==> src/inc/hv_ctl_pkg.sv <==
// constants and types shared by the high-voltage channel control block
package hv_ctl_pkg;
  localparam int          CLK_HZ           = 20_000_000;  // ref_clk rate in Hz
  localparam int          VWIDTH           = 16;          // volt and current code width
  localparam int          TWIDTH           = 10;          // trip time code width
  localparam int          ACC_WIDTH        = 25;          // ramp phase accumulator width
  localparam int          TRIP_UNIT_MS     = 100;         // one trip code step, in ms
  localparam int          TRIP_TICK_CYCLES = CLK_HZ / 1000 * TRIP_UNIT_MS;
  localparam logic [24:0] ACC_WRAP         = 25'(CLK_HZ); // one volt step per wrap
  localparam logic [9:0]  TRIP_CONST_CODE  = 10'h03E8;    // 1000: constant current
  localparam logic [15:0] VOLT_ZERO        = 16'h0000;
  localparam logic [9:0]  TRIP_RESET       = 10'h03E8;    // counter value after reset
  localparam logic        STYLE_KILL       = 1'b1;        // trip shutdown style codes
  localparam logic        STYLE_RAMP       = 1'b0;

  // channel state, one-hot
  typedef enum logic [2:0] {
    ST_OFF  = 3'b001,
    ST_ON   = 3'b010,
    ST_TRIP = 3'b100
  } chan_state_t;
endpackage : hv_ctl_pkg

==> src/rtl/rate_limiter.sv <==
// slew-limited voltage demand generator with kill override
`timescale 1ns/1ps
`default_nettype none
module rate_limiter (
  input  wire logic        ref_clk,
  input  wire logic        arst_n,
  input  wire logic        clk_en,
  input  wire logic [15:0] target,
  input  wire logic [15:0] rise_rate,
  input  wire logic [15:0] fall_rate,
  input  wire logic        kill,
  output logic      [15:0] level_q,
  output logic             moving
);
  logic [24:0] acc_q;
  logic [24:0] acc_d;
  logic [24:0] acc_sum;
  logic [15:0] level_d;
  wire         going_up = target > level_q;
  wire  [15:0] rate     = going_up ? rise_rate : fall_rate;
  wire         step;

  // rate in V/s added each cycle; a wrap of CLK_HZ is one volt, so never faster than rate
  assign acc_sum = acc_q + {9'h0_00, rate};
  assign step    = acc_sum >= hv_ctl_pkg::ACC_WRAP;
  assign moving  = target != level_q;

  // next level: kill drops at once, otherwise one volt per wrap
  always_comb
  begin
    acc_d   = moving ? acc_sum : 25'h000_0000;
    level_d = level_q;
    if (kill)
    begin
      acc_d   = 25'h000_0000;
      level_d = hv_ctl_pkg::VOLT_ZERO;   // [RULE_19]
    end
    else if (moving && step)
    begin
      acc_d = acc_sum - hv_ctl_pkg::ACC_WRAP;
      if (going_up)
        level_d = level_q + 16'h0001;    // [RULE_05]
      else
        level_d = level_q - 16'h0001;    // [RULE_06]
    end
  end

  always_ff @(posedge ref_clk or negedge arst_n)
  begin
    if (!arst_n)
    begin
      acc_q   <= 25'h000_0000;
      level_q <= hv_ctl_pkg::VOLT_ZERO;
    end
    else if (clk_en)
    begin
      acc_q   <= acc_d;
      level_q <= level_d;
    end
  end

  a_ramp_one_volt : assert property (@(posedge ref_clk) disable iff (!arst_n) // [RULE_05]
    (clk_en && !kill) |=> (level_q - $past(level_q) == 16'h0000)
      || (level_q - $past(level_q) == 16'h0001) || ($past(level_q) - level_q == 16'h0001))
    else $error("demand moved more than one volt in a cycle");
  a_ramp_kill_zero : assert property (@(posedge ref_clk) disable iff (!arst_n) // [RULE_19]
    (clk_en && kill) |=> level_q == 16'h0000)
    else $error("kill did not drop demand to zero");
endmodule : rate_limiter
`default_nettype wire

==> src/rtl/hv_channel_output_control.sv <==
// per-channel control of a high-voltage output: setpoints, ramps, trip, power on/off
//
// Overview of operation
// (RULE_01) select low picks voltage setpoint a
// (RULE_02) select high picks voltage setpoint b
// (RULE_03) current select low applies limit a
// (RULE_04) current select high applies limit b
// (RULE_05) rises limited to rise rate
// (RULE_06) falls limited to fall rate
// (RULE_07) off, ramp trip, disable ramp to zero
// (RULE_08) trip code 1000 means constant current
// (RULE_09) programmable protection: current source at limit
// (RULE_10) fixed protection: source only at hardware maximum
// (RULE_11) finite trip: source, then switch off
// (RULE_12) reload trip counter on listed events
// (RULE_13) count down only during overcurrent
// (RULE_14) turn on only without interlock, when enabled
// (RULE_15) turn-on ramps from zero to setpoint
// (RULE_16) turning on clears alarms, re-arms counter
// (RULE_17) restart restores state or starts off
// (RULE_18) shutdown style only for trip switch-offs
// (RULE_19) kill drops at once, ramp slews
// (RULE_20) refuse setpoints above software ceiling
// (RULE_21) trip alarm set until on or clear
// (RULE_22) trip counter ticks in trip code units
`timescale 1ns/1ps
`default_nettype none
module hv_channel_output_control #(
  parameter int TRIP_TICK_CYCLES = hv_ctl_pkg::TRIP_TICK_CYCLES
) (
  input  wire logic        ref_clk,
  input  wire logic        arst_n,
  input  wire logic        clk_en,
  input  wire logic        voltage_select_input,
  input  wire logic        current_select_input,
  input  wire logic        interlock_pin,
  input  wire logic        outputs_enable_pin,
  input  wire logic        overcurrent_pin,
  input  wire logic        hw_current_max_pin,
  input  wire logic [15:0] voltage_setpoint_a,
  input  wire logic [15:0] voltage_setpoint_b,
  input  wire logic [15:0] current_limit_a,
  input  wire logic [15:0] current_limit_b,
  input  wire logic [15:0] software_voltage_ceiling,
  input  wire logic [15:0] rise_rate,
  input  wire logic [15:0] fall_rate,
  input  wire logic [9:0]  trip_time,
  input  wire logic        trip_time_wr,
  input  wire logic        channel_on_off,
  input  wire logic        on_off_wr,
  input  wire logic        restore_at_startup,
  input  wire logic        startup_pulse,
  input  wire logic        alarm_clear,
  input  wire logic        trip_shutdown_style,
  input  wire logic        programmable_protection,
  output logic      [15:0] voltage_demand,
  output logic      [15:0] current_limit_setting,
  output logic             current_source_active,
  output logic             channel_active,
  output logic             trip_alarm,
  output logic             setpoint_refused,
  output logic             ramping,
  output logic      [9:0]  trip_count
);
  // pin synchronisers: first stage feeds only the second
  logic [5:0] pins_meta_q;
  logic [5:0] pins_q;
  wire  [5:0] pins_raw = {hw_current_max_pin, overcurrent_pin, outputs_enable_pin,
                          interlock_pin, current_select_input, voltage_select_input};
  always_ff @(posedge ref_clk or negedge arst_n)
  begin
    if (!arst_n)
    begin
      pins_meta_q <= 6'h00;
      pins_q      <= 6'h00;
    end
    else if (clk_en)
    begin
      pins_meta_q <= pins_raw;
      pins_q      <= pins_meta_q;
    end
  end
  wire v2nd_s   = pins_q[0];
  wire i2nd_s   = pins_q[1];
  wire ilock_s  = pins_q[2];
  wire enable_s = pins_q[3];
  wire oc_s     = pins_q[4];
  wire hwmax_s  = pins_q[5];

  hv_ctl_pkg::chan_state_t state_q;
  hv_ctl_pkg::chan_state_t state_d;
  logic [15:0] accepted_q;
  logic [15:0] ilimit_q;
  logic [9:0]  count_q;
  logic [9:0]  count_d;
  logic        oc_prev_q;
  logic        alarm_q;
  logic        kill_q;
  logic        source_q;
  logic        refused_q;
  logic [31:0] tick_q;
  logic [15:0] target;

  // setpoint selection and ceiling check
  wire [15:0] sel_volt   = v2nd_s ? voltage_setpoint_b : voltage_setpoint_a; // [RULE_01] [RULE_02]
  wire [15:0] sel_limit  = i2nd_s ? current_limit_b : current_limit_a;       // [RULE_03] [RULE_04]
  wire        over_ceil  = sel_volt > software_voltage_ceiling;              // [RULE_20]

  // power control requests
  wire        may_run    = !ilock_s && enable_s;
  wire        turn_on    = on_off_wr && channel_on_off && may_run;           // [RULE_14]
  wire        turn_off   = on_off_wr && !channel_on_off;
  wire        restore_on = startup_pulse && restore_at_startup
                           && channel_on_off && may_run;                     // [RULE_17]
  wire        is_on      = state_q == hv_ctl_pkg::ST_ON;

  // trip timing: 1000 holds off the trip forever
  wire        const_mode = trip_time == hv_ctl_pkg::TRIP_CONST_CODE;         // [RULE_08]
  wire        tick       = tick_q == 32'(TRIP_TICK_CYCLES - 1);              // [RULE_22]
  wire        oc_end     = oc_prev_q && !oc_s && (count_q != 10'h000);
  wire        reload     = trip_time_wr || alarm_clear || turn_on || oc_end; // [RULE_12] [RULE_16]
  wire        trip_evt   = is_on && oc_s && !const_mode
                           && (count_q == 10'h000) && !reload;               // [RULE_11]

  // the trip code unit time base
  always_ff @(posedge ref_clk or negedge arst_n)
  begin
    if (!arst_n)
      tick_q <= 32'h0000_0000;
    else if (clk_en)
      tick_q <= tick ? 32'h0000_0000 : tick_q + 32'h0000_0001;
  end

  // trip counter: reload wins, count only while overcurrent, stop at zero
  always_comb
  begin
    count_d = count_q;
    if (reload)
      count_d = trip_time;                                                   // [RULE_12]
    else if (oc_s && tick && (count_q != 10'h000))
      count_d = count_q - 10'h001;                                           // [RULE_13]
  end

  // channel state machine
  always_comb
  begin
    state_d = state_q;
    case (state_q)
      hv_ctl_pkg::ST_OFF:
        if (turn_on || restore_on)
          state_d = hv_ctl_pkg::ST_ON;
      hv_ctl_pkg::ST_ON:
        if (trip_evt)
          state_d = hv_ctl_pkg::ST_TRIP;
        else if (turn_off || !may_run)
          state_d = hv_ctl_pkg::ST_OFF;                                      // [RULE_07]
      hv_ctl_pkg::ST_TRIP:
        if (turn_on)
          state_d = hv_ctl_pkg::ST_ON;
        else if (alarm_clear || turn_off)
          state_d = hv_ctl_pkg::ST_OFF;
      default:
        state_d = hv_ctl_pkg::ST_OFF;
    endcase
  end

  always_ff @(posedge ref_clk or negedge arst_n)
  begin
    if (!arst_n)
    begin
      state_q   <= hv_ctl_pkg::ST_OFF;                                       // [RULE_17]
      count_q   <= hv_ctl_pkg::TRIP_RESET;
      oc_prev_q <= 1'b0;
    end
    else if (clk_en)
    begin
      state_q   <= state_d;
      count_q   <= count_d;
      oc_prev_q <= oc_s;
    end
  end

  // trip alarm: a clear in the same cycle as a trip condition reloads the counter and blocks the trip
  always_ff @(posedge ref_clk or negedge arst_n)
  begin
    if (!arst_n)
      alarm_q <= 1'b0;
    else if (clk_en)
    begin
      if (trip_evt)
        alarm_q <= 1'b1;                                                     // [RULE_21]
      else if (alarm_clear || turn_on)
        alarm_q <= 1'b0;                                                     // [RULE_16]
    end
  end

  // kill only follows a trip; ordinary switch-offs always ramp
  always_ff @(posedge ref_clk or negedge arst_n)
  begin
    if (!arst_n)
      kill_q <= 1'b0;
    else if (clk_en)
    begin
      if (trip_evt)
        kill_q <= trip_shutdown_style == hv_ctl_pkg::STYLE_KILL;            // [RULE_18] [RULE_19]
      else if (state_d != hv_ctl_pkg::ST_TRIP)
        kill_q <= 1'b0;
    end
  end

  // accepted setpoint holds the last value within the ceiling
  always_ff @(posedge ref_clk or negedge arst_n)
  begin
    if (!arst_n)
    begin
      accepted_q <= hv_ctl_pkg::VOLT_ZERO;
      refused_q  <= 1'b0;
      ilimit_q   <= 16'h0000;
    end
    else if (clk_en)
    begin
      refused_q <= over_ceil;
      ilimit_q  <= sel_limit;                                                // [RULE_03] [RULE_04]
      if (!over_ceil)
        accepted_q <= sel_volt;                                              // [RULE_20]
    end
  end

  // current source indication depends on the protection fitted
  always_ff @(posedge ref_clk or negedge arst_n)
  begin
    if (!arst_n)
      source_q <= 1'b0;
    else if (clk_en)
      source_q <= is_on && oc_s && (programmable_protection || hwmax_s);    // [RULE_09] [RULE_10]
  end

  // off and tripped states steer the ramp to zero
  assign target = is_on ? accepted_q : hv_ctl_pkg::VOLT_ZERO;               // [RULE_07] [RULE_15]

  rate_limiter u_ramp (
    .ref_clk   (ref_clk),
    .arst_n    (arst_n),
    .clk_en    (clk_en),
    .target    (target),
    .rise_rate (rise_rate),
    .fall_rate (fall_rate),
    .kill      (kill_q),
    .level_q   (voltage_demand),
    .moving    (ramping)
  );

  assign current_limit_setting = ilimit_q;
  assign current_source_active = source_q;
  assign channel_active        = is_on;
  assign trip_alarm            = alarm_q;
  assign setpoint_refused      = refused_q;
  assign trip_count            = count_q;

  a_trip_sets_alarm : assert property (@(posedge ref_clk) disable iff (!arst_n) // [RULE_21]
    (clk_en && trip_evt) |=> trip_alarm && state_q == hv_ctl_pkg::ST_TRIP)
    else $error("trip did not raise alarm and leave on state");
  a_const_no_trip : assert property (@(posedge ref_clk) disable iff (!arst_n) // [RULE_08]
    (clk_en && is_on && const_mode && !turn_off && may_run)
      |=> state_q == hv_ctl_pkg::ST_ON)
    else $error("constant current mode switched channel off");
  a_on_needs_enable : assert property (@(posedge ref_clk) disable iff (!arst_n) // [RULE_14]
    (clk_en && state_q == hv_ctl_pkg::ST_OFF && (ilock_s || !enable_s))
      |=> state_q == hv_ctl_pkg::ST_OFF)
    else $error("channel turned on under interlock or disable");
  a_reload_value : assert property (@(posedge ref_clk) disable iff (!arst_n) // [RULE_12]
    (clk_en && reload) |=> trip_count == $past(trip_time))
    else $error("trip counter not reloaded");
  a_count_hold : assert property (@(posedge ref_clk) disable iff (!arst_n) // [RULE_13]
    (clk_en && !reload && !oc_s) |=> trip_count == $past(trip_count))
    else $error("trip counter moved without overcurrent");
  a_turn_on_clear : assert property (@(posedge ref_clk) disable iff (!arst_n) // [RULE_16]
    (clk_en && turn_on && !trip_evt) |=> !trip_alarm)
    else $error("turn on did not clear alarm");
  a_ramp_only_kill : assert property (@(posedge ref_clk) disable iff (!arst_n) // [RULE_18]
    kill_q |-> state_q == hv_ctl_pkg::ST_TRIP)
    else $error("kill active outside a trip shutdown");
  a_ceiling_kept : assert property (@(posedge ref_clk) disable iff (!arst_n) // [RULE_20]
    (clk_en && over_ceil) |=> accepted_q == $past(accepted_q) && setpoint_refused)
    else $error("setpoint above ceiling accepted");
  a_volt_pick_low : assert property (@(posedge ref_clk) disable iff (!arst_n) // [RULE_01]
    (clk_en && !v2nd_s && !over_ceil) |=> accepted_q == $past(voltage_setpoint_a))
    else $error("select low did not take setpoint a");
endmodule : hv_channel_output_control
`default_nettype wire

==> config.mk <==
export PLATFORM = sky130hd
export DESIGN_NAME = hv_channel_output_control
export DESIGN_NICKNAME = d
export VERILOG_FILES = /design/src/inc/hv_ctl_pkg.sv /design/src/rtl/rate_limiter.sv /design/src/rtl/hv_channel_output_control.sv
export SDC_FILE = /design/constraint.sdc
export NUM_CORES = 1
export LEC_CHECK = 0
export BUFFER_PORTS_ARGS = -buffer_cell sky130_fd_sc_hd__buf_4
export CAP_MARGIN = 10
export CORE_ASPECT_RATIO = 0.8
export CORE_MARGIN = 2
export CORE_UTILIZATION = 35
export DETAILED_ROUTE_END_ITERATION = 10
export GPL_TIMING_DRIVEN = 0
export SYNTH_ARGS = -nofsm -noshare
export SYNTH_HDL_FRONTEND = slang
export SYNTH_SLANG_ARGS = --single-unit
==> constraint.sdc <==
create_clock -name ref_clk -period 20.1 [get_ports ref_clk]
set_clock_uncertainty 0.15 [all_clocks]
set_input_delay 2.01 -clock ref_clk [delete_from_list [all_inputs] [get_ports ref_clk]]
set_output_delay 2.01 -clock ref_clk [all_outputs]
set_load 0.03 [all_outputs]
==> results.py, run 1 <==
metrics = {
    "outcome": {
        "status": "finished clean",
    },
    "worst_setup_path": {
        "crit_family": "compound AO/OA/AOI/OAI gates",
        "endpoint_kind": "flip-flop",
        "r2r_end": "u_ramp.level_q[9]",
        "arrival_ns": 9.19,
        "path_class": "reg -> reg",
        "crit_slowest_cell": "clkbuf_1",
        "critPathMaxStageDelay_ns": 0.93,
        "r2r-start": "state_q[2]",
        "worst-path-buf-inv": 5,
        "crit_fanout": 23,
        "critPathLaunch": "state_q[2]",
        "cp-start-kind": "flip-flop",
        "r2r_setup_slack_ns": 11.08,
        "reg2regPathDepth": 35,
        "worst_ep_required_time_ns": 20.28,
    },
    "routing": {
        "ant_nets": 0,
        "drt_iter0_drc": 558,
        "drc": 0,
        "drt-total-wl_um": 25700,
        "wl_per_cell_um": 15.5,
        "via_per_inst": 5.17,
        "vias": 8553,
        "dr.pass1.iters": 5,
    },
    "floorplanning": {
        "die_area_um2": 28900,
        "num_io_pins": 186,
        "die_y_um": 153,
        "core_area_um2": 27200,
        "die_x_um": 190,
        "rows": 54,
        "start_util_pct": 35.5,
    },
    "clocking": {
        "cts_tree": "done",
        "numClockSinks": 135,
        "clock_latency_ns": 0.44,
        "cts-resized-gates": 0,
        "cts_hold_buffers": 0,
        "htreeDepth": 4,
        "path_clk_slew_ns": 0.07,
        "cts_setup_buffers": 0,
        "clk_path_buf_depth": 2,
        "cts_root_buffer": "clkbuf_16",
        "cts_buffers": 17,
    },
    "sta": {
        "worst_pin_slew_ns": 1.16,
        "rsz0062_at_grt": "no",
        "hold_violations": 0,
        "tns_ns": 0,
        "setup_viol_count_final": 0,
        "period_share_pct": 44.9,
        "setup_slack_ns": 11.08,
        "timing.fmax_mhz": 111,
        "report.final.slew_viol_count": 0,
        "finalWorstPathRequiredPeriod_ns": 9.02,
        "relSlewSlack_pct": 22.5,
    },
    "logic_synthesis": {
        "postSynthAreaPerCell_um2": 8.99,
        "synth_edf_count": 0,
        "yosysTopAreaCell": "dfrtp_1",
        "synth_cells": 1073,
        "synth_top_area_share_pct": 33.2,
        "syn_nets": 1281,
        "synth_area_um2": 9650,
        "ys_async_sr_fraction_pct": 100,
        "synth_area_leaders": "dfrtp_1 (33%), ha_1 (8.7%), mux2_2 (4.9%)",
        "synth-warning-count": 0,
        "yosysSeqAreaShare_pct": 35.1,
        "ys_ff_latch": 135,
        "synthFlopType": "dfrtp_1",
        "synth_cell_type_count": 86,
    },
    "global_routing": {
        "grt_overflow_total": 0,
        "grtUsageTotal_pct": 18.4,
        "grt_max_degree": 98,
        "grt_pass1_wl_um": 43400,
        "grt_pass1_vias": 8419,
        "antenna_found_initial": 0,
    },
    "power_and_ir_drop": {
        "powerDensity_nw_per_um2": 119,
        "switching_share_pct": 44.5,
        "p_int_mw": 0.803,
        "ir_drop_v": 0.0000679,
        "p_seq_share_pct": 24.2,
        "leakage_nw": 5.72,
        "p_comb_share_pct": 53.3,
        "switching_power_mw": 0.645,
        "pwr-share-clk_pct": 22.5,
    },
    "hold_path": {
        "hold_start": "tick_q[4]",
        "min_to": "tick_q[4]",
        "hp-class": "reg -> reg",
        "holdPathStages": 1,
    },
    "finish": {
        "synthToLayoutAreaGrowth_pct": 25.8,
        "n_antenna_cell": 0,
        "num-nets-final": 1485,
        "mostFrequentLayoutCells": "buf_4 (185), dfrtp_1 (128), nand2_1 (104), nor2_1 (78), a21oi_1 (73)",
        "nFillCells": 2691,
        "final_common_cell": "buf_4",
        "drive_above_1_share_pct": 23.3,
    },
    "placed_design": {
        "dp_hpwl_um": 19400,
        "portBuffers": 184,
        "place_congestion": 0.900,
        "pre_cts_ws_ns": 11.14,
    },
    "job": {
        "maxCapViolCount": 0,
    },
}
-- per-stage QoR --
stage	cells	hold slack [ns]	util, %	instance area (µm²)	power, mW
5_1_grt	1654	0.333	44.7	12100	1.57
6_report	1654	0.321	44.7	12100	1.45
3_3_place_gp	1621	0.307	42.3	11500	1.11
2_1_floorplan	1073	0.288	-	9650	0.924
4_1_cts	1654	0.322	44.7	12100	1.45
3_5_place_dp	1622	0.306	42.4	11500	1.12
-- flip-flops by register name (all words and copies together) (netlist names) --
name and cells:
setpoint_refused 1, current_limit_setting 16, current_source_active 1, trip_alarm 1, kill_q 1, pins_q 6
oc_prev_q 1, tick_q 32, accepted_q 16, state_q 3, u_ramp.level_q 16, pins_meta_q 6
u_ramp.acc_q 25, trip_count 10
-- area by class of cell --
type / count / area, µm² / share of cell area [%]
buffer: 40 / 186 / 1.54
clock buffer: 17 / 425 / 3.51
clock inverter: 15 / 191 / 1.58
inverter: 64 / 240 / 1.98
multi-input combinational: 834 / 5830 / 48.1
sequential: 135 / 3390 / 27.9
tap: 364 / 455 / 3.75
timing repair buffer: 185 / 1410 / 11.6
-- layer usage --
layer  GRT usage (%)  wire [µm]  vias up
met1            26.9      12800     4020
met3            3.87       1550       23
li1                -          -     4271
met5               0          0        -
met4            4.76        272        0
met2            27.7      11000      239
-- worst max path at each step --
stage               slack (ns)                  to  depth (start not counted)
floorplan                12.85  u_ramp.level_q[10]                         32
global placement         11.16  u_ramp.level_q[13]                         35
detailed placement       11.14   u_ramp.level_q[9]                         35
CTS                      11.06   u_ramp.level_q[9]                         35
global route             10.30    u_ramp.acc_q[21]                         35
finish                   11.08   u_ramp.level_q[9]                         35
-- power groups by stage --
stage          clock (mW)  combinational, mW  sequential (mW)
4_1_cts             0.334              0.770            0.351
6_report            0.326              0.772            0.351
3_5_place_dp            0              0.764            0.355
5_1_grt             0.343              0.867            0.358
2_1_floorplan           0              0.558            0.366
3_3_place_gp            0              0.754            0.353
-- logic make-up after synthesis --
kind of cell | share of synthesized area, %
buffers and inverters | 4.42
adders and majority gates | 9.10
and+or+nand+nor | 19.1
xor gates and xnor gates | 6.17
DFF | 35.1
muxes | 7.08
AOI/OAI and AO/OA | 19.0
-- synthesized netlist by cell type (all sizes together) (4+ instances only) --
cell	instances
dfrtp	128
nand2	105
nor2	78
a21oi	74
ha	67
inv	62
o21ai	55
xnor2	46
mux2	42
nand3	30
a22o	29
and2	28
clkbuf	25
xor2	22
mux2i	21
nand4	20
a21o	18
nand2b	17
and3	16
nor3	16
buf	15
nor2b	14
or3	12
o31ai	9
o211ai	8
a31oi	7
dfstp	7
o21a	7
a211oi	6
o2bb2ai	6
or2	6
a311oi	5
nor4	5
o31a	4
or4	4
Note: power is estimated with default switching activity, not from simulation.
==> run 2, diff against run 1 <==
==> constraint.sdc (replaced) <==
create_clock -name ref_clk -period 7.2 [get_ports ref_clk]
set_clock_uncertainty 0.15 [all_clocks]
set_input_delay 0.72 -clock ref_clk [delete_from_list [all_inputs] [get_ports ref_clk]]
set_output_delay 0.72 -clock ref_clk [all_outputs]
set_load 0.03 [all_outputs]
==> run 2 against run 1 <==
Register-to-register slack worse by 11 ns. Clock power grew to 2.8 times the previous value. Critical path type unchanged. Power grew to 2.9 times the previous value. Largest power group unchanged.
==> results.py, run 2 (synthesized netlist as in run 1, its figures left out) <==
metrics = {
    "clocking": {
        "clock_latency_ns": 0.44,
        "path_clk_slew_ns": 0.07,
        "htreeDepth": 4,
        "cts_buffers": 17,
        "clk_path_buf_depth": 2,
        "cts_tree": "done",
        "cts_root_buffer": "clkbuf_16",
        "numClockSinks": 135,
    },
    "routing": {
        "via_per_inst": 5.13,
        "ant_nets": 0,
        "drt_iter0_drc": 489,
        "wl_per_cell_um": 15.2,
        "drt-total-wl_um": 25400,
        "vias": 8559,
        "drc": 0,
        "dr.pass1.iters": 5,
    },
    "finish": {
        "drive_above_1_share_pct": 25.7,
        "nFillCells": 2649,
        "num-nets-final": 1501,
        "synthToLayoutAreaGrowth_pct": 28.4,
        "largest_reg_flops": 32,
        "finish.utilization_pct": 45.6,
        "multi_input_area_um2": 5920,
        "top_regs": "tick_q (32), u_ramp.acc_q (25)",
        "fin_area_um2": 12400,
        "mostFrequentLayoutCells": "buf_4 (201), dfrtp_1 (126), nand2_1 (104), nor2_1 (78), a21oi_1 (69)",
        "regArea_um2": 3390,
        "largest_register": "tick_q",
        "n_antenna_cell": 0,
        "finalNonFillerCells": 1670,
        "final_common_cell": "buf_4",
    },
    "worst_setup_path": {
        "crit_fanout": 23,
        "cp-start-kind": "flip-flop",
        "critPathLaunch": "state_q[0]",
        "path_class": "reg -> reg",
        "r2r_setup_slack_ns": 0.45,
        "arrival_ns": 6.91,
        "worst_ep_required_time_ns": 7.36,
        "critPathMaxStageDelay_ns": 0.58,
        "endpoint_kind": "flip-flop",
        "crit_slowest_cell": "dfstp_2",
        "worst-path-buf-inv": 7,
        "r2r-start": "state_q[0]",
        "crit_family": "simple AND/OR/NAND/NOR gates",
    },
    "power_and_ir_drop": {
        "switching_share_pct": 44.2,
        "switching_power_mw": 1.86,
        "p_int_mw": 2.35,
        "total_power_mw": 4.21,
        "p_seq_share_pct": 23.2,
        "p_comb_share_pct": 55.4,
        "leakage_nw": 5.84,
        "powerDensity_nw_per_um2": 340,
        "ir_drop_v": 0.000163,
        "pwr-share-clk_pct": 21.4,
    },
    "floorplanning": {
        "rows": 54,
        "die_y_um": 153,
        "num_io_pins": 186,
        "core_area_um2": 27200,
        "die_area_um2": 28900,
        "start_util_pct": 35.5,
        "die_x_um": 190,
    },
    "placed_design": {
        "dp_cells": 1622,
        "portBuffers": 184,
        "pre_cts_ws_ns": -1.74,
        "place_congestion": 0.891,
        "dpl_cell_area_um2": 11500,
        "dp_hpwl_um": 19000,
    },
    "job": {
        "maxCapViolCount": 0,
    },
    "sta": {
        "timing.fmax_mhz": 148,
        "hold_violations": 0,
        "finalWorstPathRequiredPeriod_ns": 6.75,
        "tns_ns": 0,
        "report.final.slew_viol_count": 0,
        "setup_slack_ns": 0.450,
        "relSlewSlack_pct": 32.6,
        "period_share_pct": 93.8,
        "setup_viol_count_final": 0,
        "worst_pin_slew_ns": 1.00,
        "hold_slack_ns": 0.132,
    },
    "global_routing": {
        "grtUsageTotal_pct": 17.8,
        "grt_pass1_vias": 8258,
        "antenna_found_initial": 0,
        "grt_max_degree": 72,
        "grt_overflow_total": 0,
        "grt_pass1_wl_um": 42100,
    },
    "outcome": {
        "status": "finished clean",
    },
    "hold_path": {
        "hp-class": "in -> async",
    },
}
[run 2: cell count changes in the layout (fill, tap and decap cells not counted), moves of 2 or more]
cell | before | now
dfrtp_1 | 128 | 126
nor3_2 | 1 | 3
clkbuf_1 | 24 | 20
dfrtp_2 | 0 | 2
a21oi_2 | 1 | 4
buf_4 | 185 | 201
a21oi_1 | 73 | 69
inv_6 | 1 | 3
nor3_1 | 15 | 13
o21ai_0 | 50 | 48
inv_8 | 6 | 4
[run 2: worst register-to-register path: cells and delay by family, from the launching register on]
kind / cells / cell delay (ns)
buffers and inverters: 7 / 1.03
AOI/OAI and AO/OA: 8 / 1.50
DFF: 1 / 0.58
and+or+nand+nor: 13 / 2.05
xor gates and xnor gates: 1 / 0.23
adders and majority gates: 4 / 1.09
[run 2: final timing paths]
| path | end | depth (start not counted) |
|---|---|---|
| setup reg to reg | u_ramp.level_q[9] | 33 |
| min in group ref_clk | tick_q[4] | 1 |
| hold reg to reg | tick_q[4] | 1 |
| max in group asynchronous | u_ramp.acc_q[15] | 2 |
| hold / removal | accepted_q[10] | 1 |
| setup / recovery | u_ramp.level_q[9] | 33 |
[run 2: repair_timing]
action	4_1_cts	5_1_grt
setup buffers	4	12
endpoints found under the hold margin	0	0
endpoints found under the setup margin	33	33
hold buffers	0	0
cloned	0	0
pin swaps	2	11
gates resized for setup	20	15
[run 2: layer usage]
metal	share of wire [%]	routed length, µm	up-vias	global-route usage, %
met3	5.9	1500	23	4.35
met5	0	0	-	0
li1	-	-	4314	-
met1	51	12800	4005	26.2
met4	1.1	273	0	3.51
met2	43	10800	217	26.4
[run 2: power groups by stage]
stage	registers (mW)	logic (mW)	clock network [mW]
2_1_floorplan	1.02	1.56	0
3_3_place_gp	0.986	2.10	0
3_5_place_dp	0.988	2.13	0
4_1_cts	0.977	2.25	0.922
5_1_grt	0.996	2.59	0.953
6_report	0.977	2.34	0.902
[run 2: final cells by class]
cell class,count,share of cell area (%)
Multi-Input combinational cell,834,47.8
Clock buffer,17,3.43
Timing Repair Buffer,201,12.5
Sequential cell,135,27.4
Buffer,40,1.70
Tap cell,364,3.68
Inverter,64,1.98
Clock inverter,15,1.57
==> run 3, diff against run 2 <==
==> constraint.sdc (replaced) <==
create_clock -name ref_clk -period 8.52 [get_ports ref_clk]
set_clock_uncertainty 0.15 [all_clocks]
set_input_delay 0.852 -clock ref_clk [delete_from_list [all_inputs] [get_ports ref_clk]]
set_output_delay 0.852 -clock ref_clk [all_outputs]
set_load 0.03 [all_outputs]
==> run 3 against run 2 <==
Die area stayed put. Final area is 1.8% lower. Combinational power decreased by 21%. Sequential power fell by 15%. First-iteration DRC count is 26% higher. Largest cell class unchanged.
==> results.py, run 3 (synthesized netlist as in run 1, its figures left out) <==
metrics = {
    "worst_setup_path": {
        "r2r_end": "u_ramp.level_q[9]",
        "crit_family": "compound AO/OA/AOI/OAI gates",
        "cp-start-kind": "flip-flop",
        "r2r-start": "state_q[2]",
        "endpoint_kind": "flip-flop",
        "critPathMaxStageDelay_ns": 0.53,
        "path_class": "reg -> reg",
        "reg2regPathDepth": 35,
        "worst_ep_required_time_ns": 8.70,
        "crit_fanout": 23,
        "worst-path-buf-inv": 5,
        "crit_slowest_cell": "clkbuf_2",
        "arrival_ns": 8.05,
        "r2r_setup_slack_ns": 0.65,
    },
    "placed_design": {
        "dp_cells": 1622,
        "dpl_cell_area_um2": 11500,
        "dp_hpwl_um": 19400,
        "place_congestion": 0.900,
        "portBuffers": 184,
    },
    "clocking": {
        "cts_root_buffer": "clkbuf_16",
        "clk_path_buf_depth": 2,
        "cts_tree": "done",
        "cts_hold_buffers": 0,
        "clock_latency_ns": 0.44,
        "numClockSinks": 135,
        "path_clk_slew_ns": 0.08,
        "htreeDepth": 4,
        "cts_buffers": 17,
    },
    "finish": {
        "final_common_cell": "buf_4",
        "finalNonFillerCells": 1655,
        "num-nets-final": 1486,
        "top_regs": "tick_q (32), u_ramp.acc_q (25)",
        "synthToLayoutAreaGrowth_pct": 26.1,
        "largest_reg_flops": 32,
        "drive_above_1_share_pct": 23.8,
        "fin_area_um2": 12200,
        "n_antenna_cell": 0,
        "mostFrequentLayoutCells": "buf_4 (186), dfrtp_1 (128), nand2_1 (104), nor2_1 (78), a21oi_1 (73)",
        "nFillCells": 2691,
        "largest_register": "tick_q",
    },
    "global_routing": {
        "grt_pass1_vias": 8419,
        "grt_max_degree": 98,
        "grtUsageTotal_pct": 18.4,
        "grt_overflow_total": 0,
        "antenna_found_initial": 0,
        "grt_pass1_wl_um": 43400,
    },
    "routing": {
        "drc": 0,
        "dr.pass1.iters": 5,
        "vias": 8564,
        "wl_per_cell_um": 15.5,
        "via_per_inst": 5.17,
        "drt_iter0_drc": 617,
        "drt-total-wl_um": 25700,
        "ant_nets": 0,
    },
    "power_and_ir_drop": {
        "switching_share_pct": 44.5,
        "switching_power_mw": 1.53,
        "pwr-share-clk_pct": 22.3,
        "powerDensity_nw_per_um2": 282,
        "ir_drop_v": 0.000160,
        "p_int_mw": 1.90,
        "p_seq_share_pct": 24.1,
        "p_comb_share_pct": 53.6,
        "leakage_nw": 5.73,
    },
    "sta": {
        "relSlewSlack_pct": 31.5,
        "finalWorstPathRequiredPeriod_ns": 7.87,
        "hold_violations": 0,
        "period_share_pct": 92.4,
        "setup_viol_count_final": 0,
        "timing.fmax_mhz": 127,
        "tns_ns": 0,
        "report.final.slew_viol_count": 0,
        "rsz0062_at_grt": "no",
        "worst_pin_slew_ns": 1.02,
    },
    "floorplanning": {
        "num_io_pins": 186,
        "die_y_um": 153,
        "rows": 54,
        "die_area_um2": 28900,
        "start_util_pct": 35.5,
        "core_area_um2": 27200,
        "die_x_um": 190,
    },
    "job": {
        "maxCapViolCount": 0,
    },
    "outcome": {
        "status": "finished clean",
    },
    "hold_path": {
        "hp-class": "in -> async",
    },
}
[run 3: metal layers]
metal  vias up  GRT usage [%]  routed length (µm)
li1       4278              -                   -
met1      4027           26.9               12900
met2       234           27.7               11000
met3        25           3.87                1500
met4         0           4.76                 287
met5         -              0                   0
[run 3: worst max-delay path by stage]
stage | cells after the start | to | slack [ns] | start
global route | 35 | u_ramp.acc_q[21] | 0.03 | state_q[1]
global placement | 35 | u_ramp.level_q[13] | -0.42 | state_q[1]
floorplan | 32 | u_ramp.level_q[10] | 1.27 | state_q[2]
detailed placement | 35 | u_ramp.level_q[9] | -0.44 | state_q[2]
CTS | 36 | u_ramp.level_q[9] | 0.06 | state_q[2]
finish | 35 | u_ramp.level_q[9] | 0.65 | state_q[2]
[run 3: what timing repair did]
| item | 4_1_cts | 5_1_grt |
|---|---|---|
| resized for setup | 2 | 8 |
| setup buffers | 0 | 1 |
| hold endpoints to repair | 0 | 0 |
| pin swaps | 0 | 1 |
| setup endpoints to repair | 33 | 33 |
[run 3: area by class of cell]
type | instances | area (µm²) | area share [%]
Sequential cell | 135 | 3390 | 27.8
Buffer | 40 | 190 | 1.56
Multi-Input combinational cell | 834 | 5850 | 48.1
Clock inverter | 15 | 191 | 1.57
Clock buffer | 17 | 425 | 3.50
Inverter | 64 | 244 | 2.01
Tap cell | 364 | 455 | 3.74
Timing Repair Buffer | 186 | 1420 | 11.7
[run 3: worst reg2reg max path: cells and delay by family (launching register included)]
family / cells / cell delay, ns
buffers and inverters: 5 / 1.19
AOI/OAI and AO/OA: 13 / 2.71
and+or+nand+nor: 12 / 1.86
xor gates and xnor gates: 1 / 0.33
adders and majority gates: 4 / 1.06
DFF: 1 / 0.47
[run 3: power by group through the flow]
stage / sequential [mW] / combinational, mW / clock (mW)
floorplan: 0.863 / 1.32 / 0
global placement: 0.834 / 1.78 / 0
detailed placement: 0.837 / 1.80 / 0
CTS: 0.828 / 1.82 / 0.788
global route: 0.845 / 2.06 / 0.810
finish: 0.828 / 1.84 / 0.767
[run 3: per-stage QoR]
stage	setup WS, ns	utilization, %	power, mW	hold slack [ns]
2_1_floorplan	1.27	-	2.18	0.288
3_3_place_gp	-0.424	42.3	2.61	0.307
3_5_place_dp	-0.439	42.4	2.64	0.306
4_1_cts	0.0582	44.7	3.43	0.170
5_1_grt	0.0263	44.8	3.72	0.191
6_report	0.647	44.8	3.43	0.156
